**config.mk**
```make
export PLATFORM = sky130hd
export DESIGN_NAME = cmbi_top
export DESIGN_NICKNAME = d
export VERILOG_FILES = /design/src/design/cmbi_pkg.sv /design/src/design/cmbi_clkgen.sv /design/src/design/cmbi_sync.sv /design/src/design/cmbi_top.sv
export SDC_FILE = /design/constraint.sdc
export NUM_CORES = 1
export LEC_CHECK = 0
export BUFFER_PORTS_ARGS = -buffer_cell sky130_fd_sc_hd__buf_2
export CAP_MARGIN = 10
export CORE_AREA = 2 2 152 154
export CTS_BUF_LIST = sky130_fd_sc_hd__clkbuf_4
export CTS_CLUSTER_DIAMETER = 150
export DETAILED_ROUTE_END_ITERATION = 10
export DIE_AREA = 0 0 154 156
export PLACE_DENSITY = 0.79
export RECOVER_POWER = 50
export SLEW_MARGIN = 10
export SYNTH_ARGS = -nofsm -noshare
export SYNTH_HDL_FRONTEND = slang
export SYNTH_SLANG_ARGS = --single-unit
```
**constraint.sdc**
```tcl
create_clock -name clk -period 4.62 [get_ports clk]
set_input_delay 1.386 -clock clk [delete_from_list [all_inputs] [get_ports clk]]
set_output_delay 1.386 -clock clk [all_outputs]
set_load 0.01 [all_outputs]
```
**src/design/cmbi_pkg.sv**
```systemverilog
// shared constants and types for the processor memory-bus interface
package cmbi_pkg;

    // access size codes driven in standard bus mode
    localparam logic [1:0] SIZE_WORD = 2'h2;
    localparam logic [1:0] SIZE_HALF = 2'h1;
    localparam logic [1:0] SIZE_BYTE = 2'h0;

    // bus clock divider: period is setting plus this offset
    localparam logic [3:0] DIV_OFFSET = 4'h2;

    // restart address after reset release
    localparam logic [31:0] RESTART_ADDR = 32'h0000_0000;

    // core clock and internal reset settle time
    localparam int CLK_PERIOD_NS    = 100;
    localparam int RESET_SETTLE_NS  = 2000;
    localparam int RESET_SETTLE_CYC = (RESET_SETTLE_NS + CLK_PERIOD_NS - 1) / CLK_PERIOD_NS;
    localparam logic [7:0] RESET_SETTLE_CNT = 8'(RESET_SETTLE_CYC);

    // reset values of the pin synchronisers (active-low inputs idle high)
    localparam logic [13:0] PIN_SYNC_INIT = 14'h0178;
    localparam logic [31:0] DATA_SYNC_INIT = 32'h0000_0000;

    // bus sequencer states
    typedef enum logic [1:0] {
        ST_IDLE,
        ST_ANNOUNCED,
        ST_ACCESS
    } cmbi_state_t;

    // one access as the core requests it
    typedef struct packed {
        logic [31:0] addr;
        logic [31:0] wdata;
        logic        write;
        logic [1:0]  size;
        logic [3:0]  byte_en;
        logic        lock;
    } cmbi_req_t;

    // registered output pins of the bus
    typedef struct packed {
        logic [31:0] addr;
        logic [1:0]  access_size_code;
        logic        write_not_read;
        logic        atomic_sequence;
        logic        memory_request_n;
        logic        sequential_access;
        logic [31:0] data;
    } cmbi_pins_t;

endpackage : cmbi_pkg

```
**src/design/cmbi_clkgen.sv**
```systemverilog
// bus clock source: divider when generated, edge detect when supplied
`timescale 1ns/10ps
module cmbi_clkgen (
    // clock and reset
    input  wire logic       clk,
    input  wire logic       rst_n,
    // configuration (already synchronised)
    input  wire logic       src_sel,
    input  wire logic [2:0] div_setting,
    input  wire logic       ext_clk,
    // bus clock level and edges
    output logic            bus_clk,
    output logic            bus_rise,
    output logic            bus_fall
);

    logic [3:0] cnt_reg;
    logic [3:0] cnt_next;
    logic       clk_reg;
    logic       clk_next;
    logic       rise_reg;
    logic       rise_next;
    logic       fall_reg;
    logic       fall_next;
    logic [3:0] period;
    logic [3:0] hi_len;

    // high phase takes the odd cycle of an odd divide
    assign period = {1'b0, div_setting} + cmbi_pkg::DIV_OFFSET;
    assign hi_len = period - {1'b0, period[3:1]};

    // divider or external follower
    always_comb begin
        cnt_next  = cnt_reg;
        clk_next  = clk_reg;
        rise_next = 1'b0;
        fall_next = 1'b0;
        if (src_sel) begin
            cnt_next = (cnt_reg >= period - 4'h1) ? 4'h0 : cnt_reg + 4'h1;
            clk_next = (cnt_next < hi_len);
        end else begin
            cnt_next = 4'h0;
            clk_next = ext_clk;
        end
        rise_next = clk_next & ~clk_reg;
        fall_next = ~clk_next & clk_reg;
    end

    always_ff @(posedge clk) begin
        if (!rst_n) begin
            cnt_reg  <= 4'h0;
            clk_reg  <= 1'b0;
            rise_reg <= 1'b0;
            fall_reg <= 1'b0;
        end else begin
            cnt_reg  <= cnt_next;
            clk_reg  <= clk_next;
            rise_reg <= rise_next;
            fall_reg <= fall_next;
        end
    end

    assign bus_clk  = clk_reg;
    assign bus_rise = rise_reg;
    assign bus_fall = fall_reg;

endmodule : cmbi_clkgen

```
**src/design/cmbi_sync.sv**
```systemverilog
// two-flop synchroniser for a bundle of pin inputs
`timescale 1ns/10ps
module cmbi_sync #(
    parameter int         W    = 1,
    parameter logic [W-1:0] INIT = '0
) (
    // clock and reset
    input  wire logic         clk,
    input  wire logic         rst_n,
    // asynchronous and synchronised levels
    input  wire logic [W-1:0] din,
    output logic [W-1:0]      dout
);

    logic [W-1:0] meta_reg;
    logic [W-1:0] meta_next;
    logic [W-1:0] sync_reg;
    logic [W-1:0] sync_next;

    // first stage feeds only the second stage
    always_comb begin
        meta_next = din;
        sync_next = meta_reg;
    end

    always_ff @(posedge clk) begin
        if (!rst_n) begin
            meta_reg <= INIT;
            sync_reg <= INIT;
        end else begin
            meta_reg <= meta_next;
            sync_reg <= sync_next;
        end
    end

    assign dout = sync_reg;

endmodule : cmbi_sync

```
**src/design/cmbi_top.sv**
```systemverilog
// processor memory-bus interface: pins, bus clock, interrupts and reset
`timescale 1ns/10ps
module cmbi_top (
    // clock and reset
    input  wire logic              clk,
    input  wire logic              rst_n,
    // core access request and answer
    input  wire logic              req_valid,
    input  wire cmbi_pkg::cmbi_req_t req,
    output logic                   req_ready,
    output logic                   access_done,
    output logic [31:0]            rdata,
    // core interrupt side
    input  wire logic              fast_interrupt_enable,
    input  wire logic              normal_interrupt_enable,
    output logic                   fast_interrupt_take,
    output logic                   normal_interrupt_take,
    // coprocessor write controlling the inverted clock
    input  wire logic              coprocessor_write_instruction,
    input  wire logic              cp_inv_clock_enable,
    // core reset side
    output logic                   core_in_reset,
    output logic                   restart_pulse,
    output logic [31:0]            restart_addr,
    // static configuration pins and pll lock
    input  wire logic              clock_source_select,
    input  wire logic [2:0]        bus_clock_divider_setting,
    input  wire logic              enhanced_mode,
    input  wire logic              pll_stable,
    // enable and sleep pins
    input  wire logic              data_bus_output_enable,
    input  wire logic              request_outputs_enable,
    input  wire logic              io_sleep_n,
    // interrupt and wait pins
    input  wire logic              fast_interrupt_request_n,
    input  wire logic              normal_interrupt_request_n,
    input  wire logic              wait_extend_n,
    // bus clock pin
    input  wire logic              bus_clock_in,
    output logic                   bus_clock_out,
    output logic                   bus_clock_oe,
    output logic                   inverted_bus_clock,
    // bus outputs
    output logic [31:0]            addr_out,
    output logic [1:0]             access_size_code,
    output logic                   write_not_read,
    output logic                   atomic_sequence,
    output logic                   memory_request_n,
    output logic                   sequential_access,
    output logic                   request_oe,
    // data bus pin
    input  wire logic [31:0]       data_in,
    output logic [31:0]            data_out,
    output logic                   data_oe,
    // reset done
    output logic                   reset_done_n
);

    // synchronised pins
    logic [13:0] pins_s;
    logic [31:0] data_s;
    logic        src_s;
    logic [2:0]  div_s;
    logic        enh_s;
    logic        dbe_s;
    logic        mse_s;
    logic        sleep_n_s;
    logic        fiq_n_s;
    logic        irq_n_s;
    logic        wait_n_s;
    logic        mclk_s;
    logic        pll_s;
    logic        bus_clk;
    logic        bus_rise;
    logic        bus_fall;

    cmbi_sync #(.W(14), .INIT(cmbi_pkg::PIN_SYNC_INIT)) u_pin_sync (
        .clk   (clk),
        .rst_n (rst_n),
        .din   ({clock_source_select, bus_clock_divider_setting, enhanced_mode,
                 data_bus_output_enable, request_outputs_enable, io_sleep_n,
                 fast_interrupt_request_n, normal_interrupt_request_n, wait_extend_n,
                 bus_clock_in, pll_stable, 1'b0}),
        .dout  (pins_s)
    );

    // read data is only looked at on a bus rise, long after it settled
    cmbi_sync #(.W(32), .INIT(cmbi_pkg::DATA_SYNC_INIT)) u_data_sync (
        .clk   (clk),
        .rst_n (rst_n),
        .din   (data_in),
        .dout  (data_s)
    );

    assign src_s     = pins_s[13];
    assign div_s     = pins_s[12:10];
    assign enh_s     = pins_s[9];
    assign dbe_s     = pins_s[8];
    assign mse_s     = pins_s[7];
    assign sleep_n_s = pins_s[6];
    assign fiq_n_s   = pins_s[5];
    assign irq_n_s   = pins_s[4];
    assign wait_n_s  = pins_s[3];
    assign mclk_s    = pins_s[2];
    assign pll_s     = pins_s[1];

    cmbi_clkgen u_clkgen (
        .clk         (clk),
        .rst_n       (rst_n),
        .src_sel     (src_s),
        .div_setting (div_s),
        .ext_clk     (mclk_s),
        .bus_clk     (bus_clk),
        .bus_rise    (bus_rise),
        .bus_fall    (bus_fall)
    );

    // size pins: code in standard mode, active-low mask in enhanced mode
    function automatic logic [1:0] size_pins(input logic enh, input cmbi_pkg::cmbi_req_t r);
        size_pins = enh ? ~r.byte_en[1:0] : r.size;
    endfunction : size_pins

    function automatic logic [31:0] addr_pins(input logic enh, input cmbi_pkg::cmbi_req_t r);
        addr_pins = enh ? {r.addr[31:2], ~r.byte_en[3:2]} : r.addr;
    endfunction : addr_pins

    // sequencer and bus pin state
    cmbi_pkg::cmbi_state_t state_reg;
    cmbi_pkg::cmbi_state_t state_next;
    cmbi_pkg::cmbi_req_t   cur_reg;
    cmbi_pkg::cmbi_req_t   cur_next;
    cmbi_pkg::cmbi_pins_t  bus_reg;
    cmbi_pkg::cmbi_pins_t  bus_next;
    cmbi_pkg::cmbi_pins_t  pins_reg;
    cmbi_pkg::cmbi_pins_t  pins_next;
    logic        wphase_reg;
    logic        wphase_next;
    logic        doe_reg;
    logic        doe_next;
    logic        roe_reg;
    logic        roe_next;
    logic        done_reg;
    logic        done_next;
    logic [31:0] rdata_reg;
    logic [31:0] rdata_next;
    logic        take;

    // accept only at a bus fall while idle and out of reset
    assign take      = bus_fall & (state_reg == cmbi_pkg::ST_IDLE) & req_valid;
    assign req_ready = bus_fall & (state_reg == cmbi_pkg::ST_IDLE);

    // bus sequencer: announce on fall, address on rise, finish on rise
    always_comb begin
        state_next  = state_reg;
        cur_next    = cur_reg;
        bus_next    = bus_reg;
        wphase_next = wphase_reg;
        done_next   = 1'b0;
        rdata_next  = rdata_reg;
        unique case (state_reg)
            cmbi_pkg::ST_IDLE: begin
                if (bus_rise) begin
                    bus_next.atomic_sequence = 1'b0;     // sequence over
                end
                if (take) begin
                    cur_next                   = req;
                    bus_next.memory_request_n  = 1'b0;   // access next cycle
                    bus_next.sequential_access = 1'b1;
                    state_next                 = cmbi_pkg::ST_ANNOUNCED;
                end
            end
            cmbi_pkg::ST_ANNOUNCED: begin
                if (bus_rise) begin
                    // one schedule for address and its companions
                    bus_next.addr             = addr_pins(enh_s, cur_reg);
                    bus_next.access_size_code = size_pins(enh_s, cur_reg);
                    bus_next.write_not_read   = cur_reg.write;
                    bus_next.atomic_sequence  = cur_reg.lock;
                    bus_next.data             = cur_reg.wdata;
                    state_next                = cmbi_pkg::ST_ACCESS;
                end
            end
            cmbi_pkg::ST_ACCESS: begin
                if (bus_fall) begin
                    bus_next.memory_request_n  = 1'b1;
                    bus_next.sequential_access = 1'b0;
                    wphase_next                = cur_reg.write;
                end
                // a low wait at the rise holds the access one more cycle
                if (bus_rise && wait_n_s) begin
                    rdata_next  = cur_reg.write ? rdata_reg : data_s;
                    done_next   = 1'b1;
                    wphase_next = 1'b0;
                    state_next  = cmbi_pkg::ST_IDLE;
                end
            end
        endcase
    end

    // final pin values: sleep overrides the bus pins but not data_oe or request_oe, registered for clean edges
    always_comb begin
        pins_next = bus_reg;
        if (!sleep_n_s) begin
            pins_next                  = '0;
            pins_next.memory_request_n = 1'b1;
        end
        doe_next = wphase_next & dbe_s;
        roe_next = mse_s;
    end

    always_ff @(posedge clk) begin
        if (!rst_n) begin
            state_reg  <= cmbi_pkg::ST_IDLE;             // idle cycles in reset
            cur_reg    <= '0;
            bus_reg    <= '{memory_request_n: 1'b1, default: '0};
            pins_reg   <= '{memory_request_n: 1'b1, default: '0};
            wphase_reg <= 1'b0;
            doe_reg    <= 1'b0;
            roe_reg    <= 1'b0;
            done_reg   <= 1'b0;
            rdata_reg  <= 32'h0000_0000;
        end else begin
            state_reg  <= state_next;
            cur_reg    <= cur_next;
            bus_reg    <= bus_next;
            pins_reg   <= pins_next;
            wphase_reg <= wphase_next;
            doe_reg    <= doe_next;
            roe_reg    <= roe_next;
            done_reg   <= done_next;
            rdata_reg  <= rdata_next;
        end
    end

    assign addr_out          = pins_reg.addr;
    assign access_size_code  = pins_reg.access_size_code;
    assign write_not_read    = pins_reg.write_not_read;
    assign atomic_sequence   = pins_reg.atomic_sequence;
    assign memory_request_n  = pins_reg.memory_request_n;
    assign sequential_access = pins_reg.sequential_access;
    assign data_out          = pins_reg.data;
    assign data_oe           = doe_reg;
    assign request_oe        = roe_reg;
    assign access_done       = done_reg;
    assign rdata             = rdata_reg;

    // bus clock pin and its inverse; the coprocessor can switch the inverse off
    logic inv_en_reg;
    logic inv_en_next;
    logic mclk_oe_reg;
    logic mclk_oe_next;
    logic inv_reg;
    logic inv_next;
    logic bclk_reg;
    logic bclk_next;

    always_comb begin
        inv_en_next  = coprocessor_write_instruction ? cp_inv_clock_enable : inv_en_reg;
        mclk_oe_next = src_s;
        bclk_next    = src_s & bus_clk & sleep_n_s;
        inv_next     = src_s & inv_en_next & ~bus_clk & sleep_n_s;
    end

    always_ff @(posedge clk) begin
        if (!rst_n) begin
            inv_en_reg  <= 1'b1;
            mclk_oe_reg <= 1'b0;
            inv_reg     <= 1'b0;
            bclk_reg    <= 1'b0;
        end else begin
            inv_en_reg  <= inv_en_next;
            mclk_oe_reg <= mclk_oe_next;
            inv_reg     <= inv_next;
            bclk_reg    <= bclk_next;
        end
    end

    assign bus_clock_out      = bclk_reg;
    assign bus_clock_oe       = mclk_oe_reg;
    assign inverted_bus_clock = inv_reg;

    // interrupts: levels only, a taken fast interrupt masks the normal one
    assign fast_interrupt_take   = fast_interrupt_enable & ~fiq_n_s;
    assign normal_interrupt_take = normal_interrupt_enable & ~irq_n_s
                                   & ~fast_interrupt_take;

    // reset sequencing towards the core and the reset-done pin
    logic       inrst_reg;
    logic       inrst_next;
    logic       rpulse_reg;
    logic       rpulse_next;
    logic [7:0] settle_reg;
    logic [7:0] settle_next;
    logic       rdone_n_reg;
    logic       rdone_n_next;

    always_comb begin
        inrst_next   = 1'b0;
        rpulse_next  = inrst_reg;
        settle_next  = (settle_reg < cmbi_pkg::RESET_SETTLE_CNT) ? settle_reg + 8'h01
                                                                 : settle_reg;
        // pll lock can be lost later; reset-done follows it back low
        rdone_n_next = (settle_reg >= cmbi_pkg::RESET_SETTLE_CNT) & pll_s;
    end

    always_ff @(posedge clk) begin
        if (!rst_n) begin
            inrst_reg   <= 1'b1;
            rpulse_reg  <= 1'b0;
            settle_reg  <= 8'h00;
            rdone_n_reg <= 1'b0;
        end else begin
            inrst_reg   <= inrst_next;
            rpulse_reg  <= rpulse_next;
            settle_reg  <= settle_next;
            rdone_n_reg <= rdone_n_next;
        end
    end

    assign core_in_reset = inrst_reg;
    assign restart_pulse = rpulse_reg;
    assign restart_addr  = cmbi_pkg::RESTART_ADDR;
    assign reset_done_n  = rdone_n_reg;
endmodule : cmbi_top

```
Word level (Yosys, flattened, before mapping)
Cells that the tools add are included.
Widths: inputs -> output; s select.
- register bits after elaboration: 364
- bits of input ports: 124
- bitwise gates (word level): 22
- add/subtract/negate cells: 5
- equal/unequal tests: 7
- reduce and logical (&&, ||, !) cells: 13
- multiplexer cells: 19
- $lt $le $gt $ge: 4
- operators with widths (kind ; count):
    $and 1x1->1 ; 14
    $mux 2 ; 6
    $reduce_and 3->1 ; 4
    $reduce_and 2->1 ; 5
    $mux 1 ; 9
    $add 8x1->8 const B ; 1
    $ge 8x5->1 const B ; 1
    $lt 8x5->1 const B ; 1
    $ne 2x1->1 const B ; 3
    $not 1->1 ; 6
    $pmux 2 s3 ; 1
    $add 3x2->4 const B ; 1
    $add 4x1->4 const B ; 1
    $ge 4x4->1 ; 1
    $lt 4x4->1 ; 1
    $mux 4 ; 1
    $ne 2x2->1 const B ; 2
    $not 2->2 ; 2
    $pmux 2 s2 ; 1
    $reduce_bool 2->1 ; 2
    $sub 4x1->4 const B ; 1
    $sub 4x3->4 ; 1
    $eq 2x1->1 const B ; 1
    $eq 2x2->1 const B ; 1
    3 further kinds ; 3

Depth between registers and ports, before layout
Gate-level depths: netlist of the first run.
- depth after elaboration: 8
- depth in mapped cells: 13
- depth with buffers taken out: 13

Hierarchy
From an unflattened synthesis of the first run, not the netlist that was laid out.
- cells, all modules: 1299
- area total of the unflattened synthesis: 12137.9 µm²
- modules (own cells, without submodules) (module ; times used ; cells an instance ; area an instance (µm²)):
    cmbi_top ; 1 ; 1041 ; 9007.4
    cmbi_sync (u_data_sync) ; 1 ; 134 ; 1791.7
    cmbi_sync (u_pin_sync) ; 1 ; 58 ; 754.5
    cmbi_clkgen ; 1 ; 66 ; 584.3

Worst setup path before layout of the first run
No wires, ideal clock.
- path type: input to output
- start point: input port fast_interrupt_enable
- end point: output port normal_interrupt_take
- data arrival time: 1867 ps
- stages: 2
- data required time: 3234 ps
- path slack: 1367 ps
- cell sequence: nor2b_1 -> nor3b_1
- longest elaborated chain between the ends: 3
- RTL lines (what ; line ; text):
    start, declared ; cmbi_top.sv:14 ; input wire logic fast_interrupt_enable,
    $and 1x1->1 ; cmbi_top.sv:283 ; assign fast_interrupt_take = fast_interrupt_enable & ~fiq_n_s;
    $not 1->1 ; cmbi_top.sv:285 ; & ~fast_interrupt_take;
    $and 1x1->1 ; cmbi_top.sv:285 ;
    end, declared ; cmbi_top.sv:17 ; output logic normal_interrupt_take,
Every way passes these cells.

Worst setup path in the final report of the first run
- start point: register state_reg[1]
- end point: register bus_reg[36] (netlist name)
- longest elaborated chain between the ends: 2
- RTL lines (what ; line ; text):
    start, declared ; cmbi_top.sv:128 ; cmbi_pkg::cmbi_state_t state_reg;
    start signal, assigned ; cmbi_top.sv:213 ; state_reg <= cmbi_pkg::ST_IDLE;
    start signal, assigned ; cmbi_top.sv:223 ; state_reg <= state_next;
    $eq 2x1->1 ; cmbi_top.sv:160 ; unique case (state_reg)
    $reduce_and 2->1 (no line) ; - ;
    end signal, assigned ; cmbi_top.sv:225 ; bus_reg <= bus_next;
    end, declared ; cmbi_top.sv:132 ; cmbi_pkg::cmbi_pins_t bus_reg;
Every way passes these cells.
A chain may end at the register's enable or synchronous reset.

==> results by group, run 1 <==
Critical path
  – R2r startpoint: state_reg[1]$_SDFFE_PN0P_
  – Critical Path Start Type: flip-flop
  – Crit Reg-Reg Endpoint: bus_reg[36]$_SDFFE_PN0P_
  – CP Max Fanout: 41
  – R2R cell count: 6
  – Crit path DAT: 3.88 ns
  – Crit. End Element: flip-flop
  – CP Class: flip-flop to flip-flop
  – Worst reg-to-reg setup slack: 1.32 ns
  – CP top delay family: simple AND/OR/NAND/NOR gates
  – Crit-path cells: inv_1, ha_1, and2_0, clkbuf_2, nor2_1, a211oi_1
  – Slowest-stage cell, CP: and2_0
  – CP required: 5.20 ns
  – Worst path bufs/invs: 2
  – CP max stage delay: 1.35 ns

Pwr
  – PD cells: 424 nW/um^2
  – Peak VDD IR: 0.253 mV
  – Leakage Power: 6.21 nW

Yosys
  – Synth Area in Compound Gates: 8.71%
  – Largest family of logic cells by synthesized area: simple AND/OR/NAND/NOR gates
  – Synth Warn #: 0
  – Post-synthesis mux area share: 0.589%
  – Cells after Synth: 1288
  – Simple-Gate Fraction of Synth Area: 21.8%
  – Post-Synthesis Cell Area: 11900 um^2
  – Post-synth top flop: dfxtp_1
  – Syn Area/Cell: 9.23 um^2
  – Asr flop ratio synth: 0%
  – Yosys cell types: 37
  – Xor/xnor share of the synthesized area: 0.663%
  – Flop and latch count out of synthesis: 362
  – Register area share after synthesis: 60.9%
  – Post-synth EDFFs: 0
  – Adder-cell share of the synthesized area: 1.89%

CTS
  – CTS sink count: 362
  – Hold-fix buffer count after cts: 0
  – Clk slew on worst S/H paths: 0.07 ns
  – Longest Clk Path Bufs: 3
  – CTS H-tree depth: 3
  – CTS tree: done
  – CTS buffer count: 86
  – Post-CTS setup buffer count: 0
  – Root Driver: clkbuf_4
  – Latest clock arrival within the worst-skew pair: 0.70 ns
  – Post_cts resized: 0

Drt
  – Routed wire length: 24700 um
  – First drt pass iteration count: 5
  – Vias per std cell: 4.86
  – Vias: 9142
  – Wirelength per Cell: 13.1 um
  – ANT nets after route: 0
  – Starting DRT DRC Count: 458
  – Residual DRC count: 0

Die
  – Placement Rows: 55
  – Die ar.: 24000 um^2
  – Core footprint: 22400 um^2
  – Die Wd: 154 um
  – Die Height: 156 um
  – IO Pins: 270
  – Starting density of the core: 53.2%

Placed design
  – Area after DPL: 13100 um^2
  – Detailed placer's ending HPWL: 15000 um
  – DP Cell Count: 1734
  – Port-buffer cells: 237
  – GPL Wtd Cong: 0.799

Final layout
  – Area Growth Syn to Fin: 19.0%
  – Layout net count: 1679
  – Post-Layout Inst Area: 14200 um^2
  – Final Non-Filler Cells: 1882
  – Max reg flops: 72
  – Share of cells above drive strength 1: 24.5%
  – Post-layout util: 63.3%

STA
  – RSZ-0062 raised after global routing: false
  – Final hold viol count: 0
  – Max frequency: 0.303 GHz
  – Final worst-path cycle share: 71.4%
  – Least-Margin Pin Slew: 1.80 ns
  – Setup violators final: 0
  – Minimum clock period: 3.30 ns
  – Fin Clk Skew: 0.0576 ns
  – TNS Setup: 0 ns
  – Final Slew Violations: 215
  – Rel. slew slack: -19.8%

Min path
  – Hold path endpoint: u_pin_sync.dout[4]$_SDFF_PN1_
  – Hold Startpoint: u_pin_sync.meta_reg[4]$_SDFF_PN1_
  – Worst Hold Class: flip-flop to flip-flop
  – Hold Path Stages: 1

Job
  – Max Cap Violations: 3

Status
  – Failing checks: max-capacitance violations, max-slew violations
  – Status: finished, violations left

GRT
  – Largest net degree at the start of global routing: 150
  – GRT Util Overall: 20.0%
  – Vias in the first global route: 8561
  – First-pass GRT wire length: 39600 um
  – Antenna violations before repair: 3
  – Congestion Overflow GR: 0
-- layout make-up --
cell class,count,area [um^2]
Fill cell,1842,8210
Sequential cell,362,7250
Multi-Input combinational cell,821,4140
Timing Repair Buffer,246,1250
Clock buffer,125,938
Tap cell,285,357
Clock inverter,20,134
Inverter,20,80.1
Antenna cell,3,7.51
-- through the flow --
| step | power (mW) | hold WS [ns] | setup WS (ns) |
|---|---|---|---|
| floorplan | 3.49 | 0.386 | 1.37 |
| global placement | 3.58 | 0.389 | 1.31 |
| detailed placement | 3.59 | 0.393 | 1.32 |
| CTS | 6.09 | 0.403 | 1.32 |
| global route | 6.31 | 0.418 | 0.926 |
| finish | 6.00 | 0.403 | 1.32 |
-- synthesized netlist by cell type (2+ instances only) --
| cell | instances | area share [%] |
|---|---|---|
| a211oi_1 | 5 | 0.32 |
| a21oi_1 | 174 | 7.3 |
| and2_1 | 89 | 4.7 |
| and3_1 | 72 | 3.8 |
| buf_1 | 6 | 0.19 |
| buf_2 | 5 | 0.21 |
| buf_4 | 32 | 2.0 |
| clkbuf_1 | 73 | 2.3 |
| dfxtp_1 | 362 | 61 |
| ha_1 | 18 | 1.9 |
| inv_1 | 20 | 0.63 |
| mux2i_1 | 7 | 0.59 |
| nand2_1 | 340 | 11 |
| nand2b_1 | 11 | 0.58 |
| nand3_1 | 10 | 0.42 |
| nand3b_1 | 2 | 0.13 |
| nor2_1 | 26 | 0.82 |
| nor2b_1 | 2 | 0.11 |
| nor3_1 | 3 | 0.13 |
| o21ai_0 | 7 | 0.29 |
| xnor2_1 | 7 | 0.52 |
| xor2_1 | 2 | 0.15 |
-- report_power, final --
group / internal (mW) / switching [mW]
Sequential: 3.18 / 0.0278
Combinational: 0.120 / 0.187
Clock: 1.30 / 1.18
Total: 4.61 / 1.40
-- how the worst max path moves through the flow --
stage | from | slack (ns) | cells past startpoint | end
final | state_reg[1]$_SDFFE_PN0P_ | 1.32 | 6 | bus_reg[36]$_SDFFE_PN0P_
after global routing | state_reg[1]$_SDFFE_PN0P_ | 0.93 | 6 | bus_reg[36]$_SDFFE_PN0P_
after CTS | fast_interrupt_enable | 1.32 | 4 | normal_interrupt_take
after detailed placement | fast_interrupt_enable | 1.32 | 4 | normal_interrupt_take
after global placement | fast_interrupt_enable | 1.31 | 4 | normal_interrupt_take
after floorplan | fast_interrupt_enable | 1.37 | 2 | normal_interrupt_take
-- cells in the final DEF, fill, tap and decap left out, types with 2 or more instances in the layout --
cell type,count
diode_2,3
clkbuf_4,125
clkinv_4,4
clkinv_2,2
buf_2,236
xor2_1,2
inv_6,3
a211oi_1,5
buf_4,7
clkbuf_2,3
nor2_1,25
nor2b_1,2
clkinv_1,11
a21oi_1,174
inv_1,19
nand3b_1,2
conb_1,32
and2_0,9
nand2_1,339
ha_1,18
nor3_1,3
nand3_1,9
and3_1,71
xnor2_1,7
o21ai_0,7
dfxtp_1,361
and2_1,80
nand2b_1,11
mux2i_1,7
-- worst reg2reg max path: cells and delay by family, from the launching register on --
family	cells	cell delay, ns
buf+inv	2	0.99
flops	1	0.33
fa+ha+maj	1	0.22
simple gates	2	1.45
compound gates	1	0.24
-- kinds of logic after synthesis --
group,count (synthesis)
AOI/OAI and AO/OA,194
xor gates and xnor gates,9
adders and majority gates,18
buffers and inverters,136
DFF,362
muxes,7
other,1
and+or+nand+nor,561
-- metal layers --
metal	part of all wire (%)	track usage, %	routed length [um]	up-vias
met5	0	0	0	-
met4	2.0	7.79	484	0
met3	7.3	5.75	1800	44
met2	48	33.4	11900	308
met1	43	24.7	10600	4172
li1	-	-	-	4618
(Power assumes the default switching activity.)
==> run 2: changes to the inputs <==
--- a/config.mk
+++ b/config.mk
@@ -5,14 +5,15 @@
 export SDC_FILE = /design/constraint.sdc
 export NUM_CORES = 1
 export LEC_CHECK = 0
+export ABC_AREA = 1
 export BUFFER_PORTS_ARGS = -buffer_cell sky130_fd_sc_hd__buf_2
 export CAP_MARGIN = 10
-export CORE_AREA = 2 2 152 154
+export CORE_AREA = 2 2 159 161
 export CTS_BUF_LIST = sky130_fd_sc_hd__clkbuf_4
 export CTS_CLUSTER_DIAMETER = 150
 export DETAILED_ROUTE_END_ITERATION = 10
-export DIE_AREA = 0 0 154 156
-export PLACE_DENSITY = 0.79
+export DIE_AREA = 0 0 161 163
+export PLACE_DENSITY = 0.77
 export RECOVER_POWER = 50
 export SLEW_MARGIN = 10
 export SYNTH_ARGS = -nofsm -noshare
==> constraint.sdc (replaced) <==
create_clock -name clk -period 2.6 [get_ports clk]
set_input_delay 0.78 -clock clk [delete_from_list [all_inputs] [get_ports clk]]
set_output_delay 0.78 -clock clk [all_outputs]
set_load 0.01 [all_outputs]
==> run 2 against run 1 <==
  * The run now ends clean
  * Utilization is 5.2 points lower
  * Clock skew is 0.028 ns lower
  * Clock power rose by 71%
  * Combinational power grew 140%
  * Critical path depth decreased by 1
  * Wire length increased by 1.6%
  * Synthesized cell count up 7.9%
  * First-iteration DRC count up 17%
  * Clock-buffer cell count down 6
  * Register-to-register slack worse by 1.1 ns
  * Area after synthesis increased by 1.4%
  * Critical endpoint is now req_ready
  * Highest routed layer unchanged
==> results by group, run 2 <==
Status
  – Status: finished clean

Min path
  – Worst Hold Class: input port to flip-flop

CTS
  – CTS H-tree depth: 3
  – Root Driver: clkbuf_4
  – Longest Clk Path Bufs: 3
  – CTS sink count: 362
  – Post-CTS setup buffer count: 0
  – Hold-fix buffer count after cts: 0
  – CTS buffer count: 87
  – Clk slew on worst S/H paths: 0.06 ns
  – Latest clock arrival within the worst-skew pair: 0.67 ns
  – CTS tree: done

Yosys
  – Yosys cell types: 33
  – Post-synth top area cell: dfxtp_1
  – Top-area cell type share of the netlist area: 60.1%
  – Top cells by count, synth: dfxtp_1 (362), nand2_1 (233), inv_1 (193)
  – Synth Warn #: 0
  – Cells after Synth: 1390
  – Flop and latch count out of synthesis: 362
  – Asr flop ratio synth: 0%
  – Top-count cell post-synth: dfxtp_1
  – Synth area leaders: dfxtp_1 (60%), nand2_1 (7.3%), inv_1 (6.0%)
  – Register area share after synthesis: 60.1%
  – Post-synth EDFFs: 0
  – Syn Area/Cell: 8.68 um^2
  – Post-Synthesis Cell Area: 12100 um^2
  – Post-synth top flop: dfxtp_1

GRT
  – GRT Util Overall: 18.7%
  – Largest net degree at the start of global routing: 68
  – First-pass GRT wire length: 40300 um
  – Vias in the first global route: 8924
  – Congestion Overflow GR: 0
  – Antenna violations before repair: 3

Job
  – Max Cap Violations: 0

STA
  – Fin Clk Skew: 0.0292 ns
  – Hold slack: 0.293 ns
  – Min setup slack post-route: 0.172 ns
  – RSZ-0062 raised after global routing: false
  – Setup violators final: 0
  – TNS Setup: 0 ns
  – Final worst-path cycle share: 93.4%
  – Least-Margin Pin Slew: 1.23 ns
  – Rel. slew slack: 18.3%
  – Final hold viol count: 0
  – Final Slew Violations: 0
  – Minimum clock period: 2.43 ns
  – Max frequency: 0.412 GHz

Die
  – IO Pins: 270
  – Core footprint: 24700 um^2
  – Placement Rows: 58
  – Die ar.: 26200 um^2
  – Die Height: 163 um
  – Die Wd: 161 um
  – Starting density of the core: 48.9%

Critical path
  – Critical Path Start Type: flip-flop
  – Crit. End Element: primary output
  – CP startpoint: state_reg[0]$_SDFFE_PN0P_
  – Crit path DAT: 1.65 ns
  – Crit-path cells: inv_1, ha_1, nand2_2, inv_2, buf_2
  – CP Max Fanout: 4
  – CP Class: flip-flop to primary output
  – Crit Reg-Reg Endpoint: u_clkgen.bus_rise$_SDFF_PN0_
  – Stages on worst setup path: 5
  – R2R cell count: 17
  – CP endpoint: req_ready
  – Slowest-stage cell, CP: dfxtp_1
  – CP required: 1.82 ns
  – CP max stage delay: 0.38 ns
  – Worst reg-to-reg setup slack: 0.22 ns
  – Worst path bufs/invs: 3
  – R2r startpoint: u_pin_sync.dout[11]$_SDFF_PN0_
  – CP top delay family: flip-flops

Drt
  – Vias per std cell: 4.52
  – Vias: 9222
  – Wirelength per Cell: 12.3 um
  – ANT nets after route: 0
  – Starting DRT DRC Count: 537
  – First drt pass iteration count: 5
  – Routed wire length: 25100 um
  – Residual DRC count: 0

Placed design
  – Post-Place Worst Slack: 0.0800 ns
  – Area after DPL: 13300 um^2
  – Detailed placer's ending HPWL: 15800 um
  – GPL Wtd Cong: 0.793
  – Port-buffer cells: 237

Final layout
  – Layout net count: 1799
  – FF/Latch Area: 7250 um^2
  – Most common cell after layout, fill and taps aside: dfxtp_1
  – Max reg flops: 72
  – Most frequent cells in the layout: dfxtp_1 (360), buf_2 (237), nand2_1 (230), inv_1 (191), nor2_1 (145)
  – Area Growth Syn to Fin: 18.9%
  – Fill count: 2218
  – Post-Layout Inst Area: 14300 um^2
  – Multi-input logic area: 3620 um^2
  – Share of cells above drive strength 1: 26.2%

Pwr
  – Peak VDD IR: 0.471 mV
  – PD cells: 751 nW/um^2
  – Total power: 10.8 mW
  – Leakage Power: 6.92 nW
## run 2: final cells by class
cell class	instances	area share [%]
Antenna cell	3	0.0523
Clock buffer	119	6.23
Sequential cell	362	50.6
Tap cell	330	2.88
Clock inverter	21	0.837
Timing Repair Buffer	252	9.04
Inverter	198	5.20
Multi-Input combinational cell	756	25.2
## run 2: worst min-delay path by stage
stage,startpoint,end,cells after the start
floorplan,u_pin_sync.dout[7]$_SDFF_PN0_,request_oe$_SDFF_PN0_,2
CTS,data_in[2],u_data_sync.meta_reg[2]$_SDFF_PN0_,3
detailed placement,u_pin_sync.meta_reg[11]$_SDFF_PN0_,u_pin_sync.dout[11]$_SDFF_PN0_,2
global route,normal_interrupt_request_n,u_pin_sync.meta_reg[4]$_SDFF_PN1_,2
global placement,u_data_sync.meta_reg[1]$_SDFF_PN0_,u_data_sync.dout[1]$_SDFF_PN0_,2
finish,normal_interrupt_request_n,u_pin_sync.meta_reg[4]$_SDFF_PN1_,2
## run 2: report_power, final
part | switching (mW) | total [mW] | leakage (nW) | internal [mW]
sequential | 0.0715 | 5.80 | 2.94 | 5.73
clock | 2.05 | 4.25 | 0.597 | 2.20
combinational | 0.461 | 0.726 | 3.38 | 0.265
total | 2.58 | 10.8 | 6.92 | 8.20
## run 2: worst reg2reg max path: stages, from the launching register on
cell and delay, ns:
dfxtp_4 0.37, inv_2 0.06, ha_4 0.25, xnor2_1 0.17
ha_1 0.25, nand2_1 0.09, inv_2 0.05, nand2_1 0.12
nand3_4 0.11, nor2_2 0.10, ha_1 0.23, nand2_1 0.06
nand2_1 0.06, nand2_1 0.07, nand2_1 0.06, nand2_1 0.08
nand2_1 0.07, nor2_1 0.11
## run 2: kinds of logic after synthesis
kind of cell / share of synthesized area [%]
flops: 60.1
mux: 0.0830
buf+inv: 11.2
simple gates: 14.5
fa+ha+maj: 1.87
compound gates: 11.9
xor+xnor: 0.436
other cells: 0.0311
## run 2: routing by layer
metal | GRT usage, % | wire length [um] | share of wire, %
met5 | 0 | 0 | 0
met4 | 6.82 | 450 | 1.8
met3 | 5.50 | 1780 | 7.1
met2 | 31.6 | 11800 | 47
met1 | 22.6 | 11100 | 44
## run 2: timing repair
action,CTS,global route
endpoints found under the hold margin,0,0
resized for setup,0,9
endpoints found under the setup margin,0,4
## run 2: metrics by stage
| step | util (%) | std cells |
|---|---|---|
| after floorplan | - | 1421 |
| after global placement | 54.1 | 1898 |
| after detailed placement | 54.1 | 1898 |
| after CTS | 58.2 | 2038 |
| after global routing | 58.1 | 2040 |
| final | 58.1 | 2041 |
